$ cat src/rtl/null_cmd_pkg.sv
`default_nettype none
package null_cmd_pkg;
  // command characters (ascii)
  localparam logic [7:0] CHAR_NULL = 8'h5A;
  localparam logic [7:0] CHAR_EXEC = 8'h58;
  localparam logic [7:0] CHAR_ZERO = 8'h30;
  localparam logic [7:0] CHAR_ONE = 8'h31;
  localparam int unsigned VALUE_W = 24;
  localparam int unsigned FUNC_W = 2;
  // function codes: voltage, current, charge, resistance
  localparam logic [1:0] FUNC_VOLTS = 2'h0;
  localparam logic [1:0] FUNC_AMPS = 2'h1;
  localparam logic [1:0] FUNC_COUL = 2'h2;
  localparam logic [1:0] FUNC_OHMS = 2'h3;
  localparam logic [23:0] VALUE_ZERO = 24'h00_0000;
  // timing
  localparam int unsigned CLK_MHZ = 125;
  localparam int unsigned EXEC_TIME_US = 16000;
  localparam int unsigned CHAR_TIME_US = 200;
  localparam int unsigned REFRESH_TIME_US = 1000000;
  localparam int unsigned EXEC_CYCLES = EXEC_TIME_US * CLK_MHZ;
  localparam int unsigned CHAR_CYCLES = CHAR_TIME_US * CLK_MHZ;
  localparam int unsigned REFRESH_CYCLES = REFRESH_TIME_US * CLK_MHZ;
  localparam int unsigned CNT_W = 32;
  typedef enum logic [1:0] {PS_IDLE, PS_NULL, PS_ARG_OFF, PS_ARG_ON} parse_t;
endpackage
`default_nettype wire

$ cat src/rtl/interval_timer.sv
`timescale 1ns/10ps
`default_nettype none
// counts down a programmable number of cycles after a start pulse
module interval_timer (
  input wire logic clk,
  input wire logic rst,
  input wire logic clkEn,
  input wire logic start,
  input wire logic [31:0] period,
  output logic busy,
  output logic done
);
  logic [31:0] count_ff;
  logic [31:0] nxt_count;
  logic busy_ff;
  logic done_ff;
  wire isLast = (count_ff == 32'h0000_0001);
  assign nxt_count = start ? period : (busy_ff ? count_ff - 32'h0000_0001 : count_ff);
  always_ff @(posedge clk) begin
    if (rst) begin
      count_ff <= 32'h0000_0000;
      busy_ff <= 1'b0;
      done_ff <= 1'b0;
    end else if (clkEn) begin
      count_ff <= nxt_count;
      busy_ff <= start | (busy_ff & ~isLast);
      done_ff <= busy_ff & isLast & ~start;
    end
  end
  assign busy = busy_ff;
  assign done = done_ff;
endmodule // interval_timer
`default_nettype wire

$ cat src/rtl/null_cmd_handler.sv
// Notes on behaviour
// - power-up and any device clear leave the null feature off.
// - executing null_on shows zero and saves the value displayed before it.
// - in operate with null on, the load gets zero instead of the programmed value.
// - executing null_off shows the saved value again and sources it if in operate.
// - in voltage, current or charge a repeated null_on saves the present zero, losing the value.
// - a committed string takes effect and the block reports configured about 16 ms later.
// - when talking, one reading character goes out every 0.2 ms.
// - the reading is refreshed once per second, at most one new reading per second.
// - characters wait in the buffer until the commit character and run only if all were valid.
`timescale 1ns/10ps
`default_nettype none
module null_cmd_handler
  import null_cmd_pkg::*;
(
  input wire logic clk,
  input wire logic rst,
  input wire logic clkEn,
  input wire logic devClear,
  input wire logic rxValid,
  input wire logic [7:0] rxChar,
  input wire logic [null_cmd_pkg::FUNC_W-1:0] funcSel,
  input wire logic operate,
  input wire logic [null_cmd_pkg::VALUE_W-1:0] programValue,
  input wire logic programLoad,
  input wire logic talkAddressed,
  input wire logic [7:0] readingChar,
  input wire logic readingLast,
  output logic readingTake,
  output logic txValid,
  output logic [7:0] txChar,
  output logic [null_cmd_pkg::VALUE_W-1:0] displayValue,
  output logic [null_cmd_pkg::VALUE_W-1:0] loadValue,
  output logic nullActive,
  output logic cmdError,
  output logic configured,
  output logic refreshTick
);
  import null_cmd_pkg::*;

  // ====================================================================
  // command parsing
  // ====================================================================
  parse_t state_ff;
  parse_t nxt_state;
  logic pendValid_ff;
  logic pendOn_ff;
  logic badString_ff;
  logic nullOn_ff;
  logic [VALUE_W-1:0] saved_ff;
  logic [VALUE_W-1:0] shown_ff;
  logic [VALUE_W-1:0] load_ff;
  logic cmdError_ff;
  logic execute;
  logic execGood;
  logic argChar;
  logic argOn;
  logic badChar;
  logic clearAll;

  assign clearAll = rst | devClear;
  assign argChar = (rxChar == CHAR_ZERO) | (rxChar == CHAR_ONE);
  assign argOn = (rxChar == CHAR_ONE);
  assign execute = rxValid & (rxChar == CHAR_EXEC);
  // string with a dangling null command counts as invalid
  assign execGood = execute & ~badString_ff & (state_ff != PS_NULL);
  assign badChar = rxValid & (state_ff == PS_NULL) & ~argChar;

  always_comb begin
    nxt_state = state_ff;
    if (execute) begin
      nxt_state = PS_IDLE;
    end else if (rxValid) begin
      case (state_ff)
        PS_NULL: nxt_state = argChar ? (argOn ? PS_ARG_ON : PS_ARG_OFF) : PS_IDLE;
        default: nxt_state = (rxChar == CHAR_NULL) ? PS_NULL : PS_IDLE;
      endcase
    end
  end

  // buffered, not acted on until commit; last null argument wins
  always_ff @(posedge clk) begin
    if (clearAll) begin
      state_ff <= PS_IDLE;
      pendValid_ff <= 1'b0;
      pendOn_ff <= 1'b0;
      badString_ff <= 1'b0;
    end else if (clkEn) begin
      state_ff <= nxt_state;
      if (execute) begin
        pendValid_ff <= 1'b0;
        badString_ff <= 1'b0;
      end else begin
        if (rxValid & (state_ff == PS_NULL) & argChar) begin
          pendValid_ff <= 1'b1;
          pendOn_ff <= argOn;
        end
        if (badChar) begin
          badString_ff <= 1'b1;
        end
      end
    end
  end

  // ====================================================================
  // null state and saved value
  // ====================================================================
  logic doOn;
  logic doOff;
  logic repeatLoses;
  assign doOn = execGood & pendValid_ff & pendOn_ff;
  assign doOff = execGood & pendValid_ff & ~pendOn_ff;
  // in ohms a second null_on keeps the saved value; elsewhere it is lost
  assign repeatLoses = (funcSel == FUNC_VOLTS) | (funcSel == FUNC_AMPS) |
                       (funcSel == FUNC_COUL);

  always_ff @(posedge clk) begin
    if (clearAll) begin
      nullOn_ff <= 1'b0;
      saved_ff <= VALUE_ZERO;
      shown_ff <= VALUE_ZERO;
      cmdError_ff <= 1'b0;
    end else if (clkEn) begin
      if (execute) begin
        cmdError_ff <= ~execGood;
      end
      if (doOn) begin
        nullOn_ff <= 1'b1;
        shown_ff <= VALUE_ZERO;
        if (!nullOn_ff) begin
          saved_ff <= shown_ff;
        end else if (repeatLoses) begin
          saved_ff <= shown_ff;
        end
      end else if (doOff) begin
        nullOn_ff <= 1'b0;
        shown_ff <= saved_ff;
      end else if (programLoad) begin
        // a new value while null is on becomes the one to restore
        if (nullOn_ff) begin
          saved_ff <= programValue;
        end else begin
          shown_ff <= programValue;
        end
      end
    end
  end

  // zero sourced while null is on; standby sources nothing
  always_ff @(posedge clk) begin
    if (clearAll) begin
      load_ff <= VALUE_ZERO;
    end else if (clkEn) begin
      load_ff <= (operate & ~nullOn_ff) ? shown_ff : VALUE_ZERO;
    end
  end

  assign displayValue = shown_ff;
  assign loadValue = load_ff;
  assign nullActive = nullOn_ff;
  assign cmdError = cmdError_ff;

  // ====================================================================
  // timing: configure, character pacing, refresh
  // ====================================================================
  logic execBusy;
  logic execDone;
  logic charBusy;
  logic refreshDone;
  logic refreshBusy;
  logic configured_ff;
  logic readingReady_ff;
  logic sending_ff;
  logic txValid_ff;
  logic [7:0] txChar_ff;
  logic sendChar;

  interval_timer execTimer (
    .clk(clk),
    .rst(clearAll),
    .clkEn(clkEn),
    .start(execGood),
    .period(EXEC_CYCLES),
    .busy(execBusy),
    .done(execDone)
  );

  always_ff @(posedge clk) begin
    if (clearAll) begin
      configured_ff <= 1'b1;
    end else if (clkEn) begin
      configured_ff <= execDone | (configured_ff & ~execGood);
    end
  end
  assign configured = configured_ff & ~execBusy;

  // free-running one-second refresh
  interval_timer refreshTimer (
    .clk(clk),
    .rst(rst),
    .clkEn(clkEn),
    .start(~refreshBusy),
    .period(REFRESH_CYCLES),
    .busy(refreshBusy),
    .done(refreshDone)
  );
  assign refreshTick = refreshDone;

  assign sendChar = sending_ff & talkAddressed & ~charBusy;

  interval_timer charTimer (
    .clk(clk),
    .rst(clearAll),
    .clkEn(clkEn),
    .start(sendChar),
    .period(CHAR_CYCLES),
    .busy(charBusy),
    .done()
  );

  always_ff @(posedge clk) begin
    if (clearAll) begin
      readingReady_ff <= 1'b0;
      sending_ff <= 1'b0;
      txValid_ff <= 1'b0;
      txChar_ff <= 8'h00;
    end else if (clkEn) begin
      txValid_ff <= sendChar;
      if (sendChar) begin
        txChar_ff <= readingChar;
      end
      if (sendChar & readingLast) begin
        sending_ff <= 1'b0;
      end else if (readingReady_ff & ~sending_ff) begin
        sending_ff <= 1'b1;
      end
      // one reading armed per refresh, at most
      if (refreshDone) begin
        readingReady_ff <= 1'b1;
      end else if (readingReady_ff & ~sending_ff) begin
        readingReady_ff <= 1'b0;
      end
    end
  end
  assign readingTake = sendChar;
  assign txValid = txValid_ff;
  assign txChar = txChar_ff;
endmodule // null_cmd_handler
`default_nettype wire

$ cat config.mk
export PLATFORM = sky130hd
export DESIGN_NAME = null_cmd_handler
export DESIGN_NICKNAME = d
export VERILOG_FILES = /design/src/rtl/null_cmd_pkg.sv /design/src/rtl/interval_timer.sv /design/src/rtl/null_cmd_handler.sv
export SDC_FILE = /design/constraint.sdc
export NUM_CORES = 1
export LEC_CHECK = 0
export ABC_AREA = 1
export BUFFER_PORTS_ARGS = -buffer_cell sky130_fd_sc_hd__clkbuf_2
export CAP_MARGIN = 30
export CORE_UTILIZATION = 64
export DETAILED_ROUTE_END_ITERATION = 16
export PLACE_DENSITY = 0.83
export SKIP_LAST_GASP = 1
export SYNTH_ARGS = -nofsm -noshare
export SYNTH_HDL_FRONTEND = slang
export SYNTH_SLANG_ARGS = --single-unit
export TNS_END_PERCENT = 30
$ cat constraint.sdc
create_clock -name clk -period 3.3 [get_ports clk]
set_clock_uncertainty 0.1 [all_clocks]
set_input_delay 0.495 -clock clk [delete_from_list [all_inputs] [get_ports clk]]
set_output_delay 0.495 -clock clk [all_outputs]
set_load 0.1 [all_outputs]
==> results.md <==
Worst setup path:
- STA classifies the critical path startpoint as a flip-flop.
- The critical path contains buffers and inverters numbering 2 combined.
- The critical path ends at saved_ff[8].
- The worst register-to-register path ends at saved_ff[8].
- The endpoint type of the worst setup path is a flip-flop.
- The worst register-to-register path has a depth of 12.
- The slowest stage of the critical path is the sky130_fd_sc_hd__buf_4 cell.
- The critical path start-end classification is reg2reg.
- The critical path's largest stage delay is 0.49 ns.
- Traced cell by cell, the critical path runs through inv_2, nor2_2, nor2_4, nand3_2, nor2_2, nand2_2, nand2_1, nand2_2, buf_4, nand2_1, nand2_1, nor2_1.
- The kind of cell with the highest combined delay along the critical path is simple AND/OR/NAND/NOR gates.
- For flop-to-flop paths, the worst setup slack is 0.92 ns.
- The start point of the critical path is state_ff[0].
- The maximum fanout along the worst path is 48.
- The critical register-to-register path startpoint is state_ff[0].
- For the worst setup path, the data arrival time is 2.62 ns.
- The required time at the endpoint of the critical path is 3.54 ns.
- Counting stages on the worst path, the most repeated cell is sky130_fd_sc_hd__nand2_1.
- The critical path runs through a total of 12 cells.

Route:
- The detailed-route wire length is 25,700 um.
- Across all layers, the routed design uses 10,100 vias.
- The routed length on met2 is 11,800 um.
- Signal routing reaches up to met4.
- The number of routed nets with antenna violations is 0.
- The routed length per instance is 14.0 um.
- In the final routing, the length of wire on met1 measures 11,800 um.
- The length of routed met3 wiring is 1760 um.
- For this run, design rule violations remaining after detail routing come to 0.
- The number of vias per cell is 5.48.
- The pre-antenna-repair detailed-routing pass consisted of 5 iterations.
- The number of DRC violations after detailed-routing iteration 0 is 883.

Synthesis:
- The net count after synthesis is 1,602.
- The distinct cell type count after synthesis is 41.
- Summing every instance area after synthesis gives 9870 um2.
- The Yosys step of the flow raised 0 warnings.
- After synthesis, the cell types taking the most area are sky130_fd_sc_hd__dfxtp_1, sky130_fd_sc_hd__nand2_1, sky130_fd_sc_hd__nor2_1.
- Counting flops with a built-in enable in the synthesized netlist gives 0.
- The count of mapped cells out of synthesis is 1,545.
- sky130_fd_sc_hd__dfxtp_1 takes more of the synthesized area than any other cell.
- The part of the Yosys area used for sequential elements is 0.389.
- The async set-reset flop share out of synthesis is 0.
- The area share of the largest cell type after synthesis is 0.389.
- The primary flip-flop cell chosen by synthesis mapping is sky130_fd_sc_hd__dfxtp_1.
- A synthesized cell averages 6.39 um2.
- The synthesized design contains 192 register bits.

Layout:
- Summing all multi-input logic gate instances after layout gives 5190 um2.
- The filler cells instantiated in the layout total 1,281.
- The final design instance area without fill is 11,100 um2.
- The synthesis-to-finish area growth is 12.5%.
- The number of nets in the final layout is 1,696.
- The most frequent standard cell in the layout excluding fill and tap cells is sky130_fd_sc_hd__nand2_1.
- In the layout the commonest cells are sky130_fd_sc_hd__nand2_1, sky130_fd_sc_hd__nor2_1, sky130_fd_sc_hd__dfxtp_1.
- The final cell count without fillers is 1,840.
- In the final layout, the share of cells above drive strength 1 is 0.134.
- The count of inserted antenna diode cells is 0.
- The sequential cell area is 3840 um2.

Clocking:
- TritonCTS built the clock tree.
- Clock tree synthesis found a total of 192 sinks.
- The cell sitting at the root of the clock tree is a sky130_fd_sc_hd__clkbuf_16.
- The count of H-tree levels built during CTS is 4.
- Clock tree synthesis inserted a total of 17 buffers.
- For the worst-skew pair, the clock arrives at the later sink with an insertion delay of 0.44 ns.
- The maximum buffer depth of the clock tree is 2.
- After clock tree synthesis, the flow added hold-fix buffers numbering 0.
- After clock tree synthesis, the clock-pin slew on the worst setup and hold paths is 0.07 ns.
- Gates resized during post-CTS repair numbered 0.
- After clock tree synthesis, the setup repair step added 0 buffers.

Timing:
- The remaining max-slew budget at the tightest pin is 0.428.
- The timing-limited maximum frequency is 420 MHz.
- The setup TNS after final layout is 0 ns.
- The final critical path time including I/O delays and setup is 2.38 ns.
- The hold violation count in the final report is 0.
- The transition time at the pin with the least slew margin is 0.857 ns.
- The final max-slew violation count was 0.
- Setup violations remaining at the end of the flow were counted as 0.
- The part of the cycle the worst path needs is 0.722.
- Setup repair after global routing left no endpoint under its margin.

Global route:
- The via count of the first global-routing pass came to 9,145.
- In the global route stage, overall resource usage came out at 0.328.
- The initial antenna violation count is 0.
- The wire length of the first global-routing pass is 42,600 um.
- Entering global routing, the biggest net connects 55 pins.
- Summed over all layers, the global routing overflow is 0.

Pwr:
- The static leakage is 0.00531 uW.
- Power spread over the standard cell area amounts to 450 nW/um2.
- The peak supply drop is 0.394 mV.

Placed design:
- At the end of routability-driven placement, the weighted congestion stood at 0.929.
- The HPWL reported at the end of detailed placement is 18,000 um.
- The count of buffers from port buffering is 112.
- Summing all placed instances gives a cell area of 10,500 um2.
- Once placement completed, the tool counted placed cells totaling 1,808.

Run:
- The count of maximum capacitance violations is 0.

Floorplan:
- Measured along the y axis, the die boundary spans 126 um.
- The effective utilization at floorplan is 0.652.
- The core box area is 15,100 um2.
- The die covers 15,900 um2.
- The floorplan step set the die width to 126 um.
- The floorplan has 45 rows.
- The number of top-level design ports is 113.

Min path:
- The type of the worst min-delay path is in2reg.

Outcome:
- The flow ran to the end, and the final reports show no timing, DRC or antenna violations.
sequential cells by signal (all words and copies together), names as in the netlist:
signal	cells
execTimer.count_ff	32
badString_ff	1
pendOn_ff	1
nullActive	1
execTimer.busy	1
refreshTimer.done	1
charTimer.busy	1
displayValue	24
readingReady_ff	1
refreshTimer.count_ff	32
execTimer.done	1
cmdError	1
charTimer.count_ff	32
pendValid_ff	1
sending_ff	1
configured_ff	1
loadValue	24
state_ff	2
saved_ff	24
refreshTimer.busy	1
txChar	8
txValid	1
layout make-up:
type / count / area share
multi-input cells: 1142 / 0.468
flip-flops and latches: 192 / 0.346
repair buffers: 123 / 0.0579
inverters: 163 / 0.0551
clock buffers: 20 / 0.0402
well taps: 188 / 0.0212
clock inverters: 12 / 0.0121
layer usage:
metal	global-route usage	vias up
li1	-	5110
met1	0.446	4599
met2	0.522	344
met3	0.0688	37
met4	0.103	0
met5	0	-
where the power goes:
part           switching [uW]  internal, uW  leakage, uW
Clock                     920          1140     0.000281
Combinational             403           134      0.00348
Sequential               42.9          2360      0.00156
Total                    1370          3640      0.00531
cells in the mapped netlist, drive strengths merged, types with 5 or more instances:
cell type / instances
nand2: 447
nor2: 292
dfxtp: 192
inv: 160
a21oi: 127
o21ai: 116
nand3: 57
nand4: 37
clkbuf: 27
buf: 21
nor3: 14
or2: 7
ha: 6
nor3b: 6
o21a: 6
nand3b: 5
o21bai: 5
worst min-delay path by stage:
stage	endpoint	slack, ns	startpoint	cells after the start
2_1_floorplan	refreshTimer.count_ff[31]	0.32	refreshTimer.count_ff[31]	1
3_3_place_gp	cmdError	0.34	cmdError	2
3_5_place_dp	displayValue[14]	0.35	saved_ff[14]	2
4_1_cts	sending_ff	0.13	readingLast	2
5_1_grt	sending_ff	0.13	readingLast	2
6_report	sending_ff	0.13	readingLast	2
through the flow:
stage	power (uW)	setup WS, ns	hold slack [ns]	util
global route	5190	0.719	0.133	0.733
CTS	5010	0.963	0.134	0.733
finish	5000	0.918	0.133	0.733
global placement	2980	0.801	0.336	0.695
floorplan	2850	0.138	0.323	-
detailed placement	2980	0.721	0.350	0.695
cells by family (layout without fill, tap and decap cells):
group / count (synthesis) / after routing / synth area share
compound gates: 263 / 263 / 0.139
xor+xnor: 3 / 3 / 0.00266
fa+ha+maj: 6 / 6 / 0.00760
buf+inv: 211 / 318 / 0.0855
flops: 192 / 192 / 0.389
simple gates: 870 / 870 / 0.376
No activity file was read; power rests on OpenSTA's default activity.
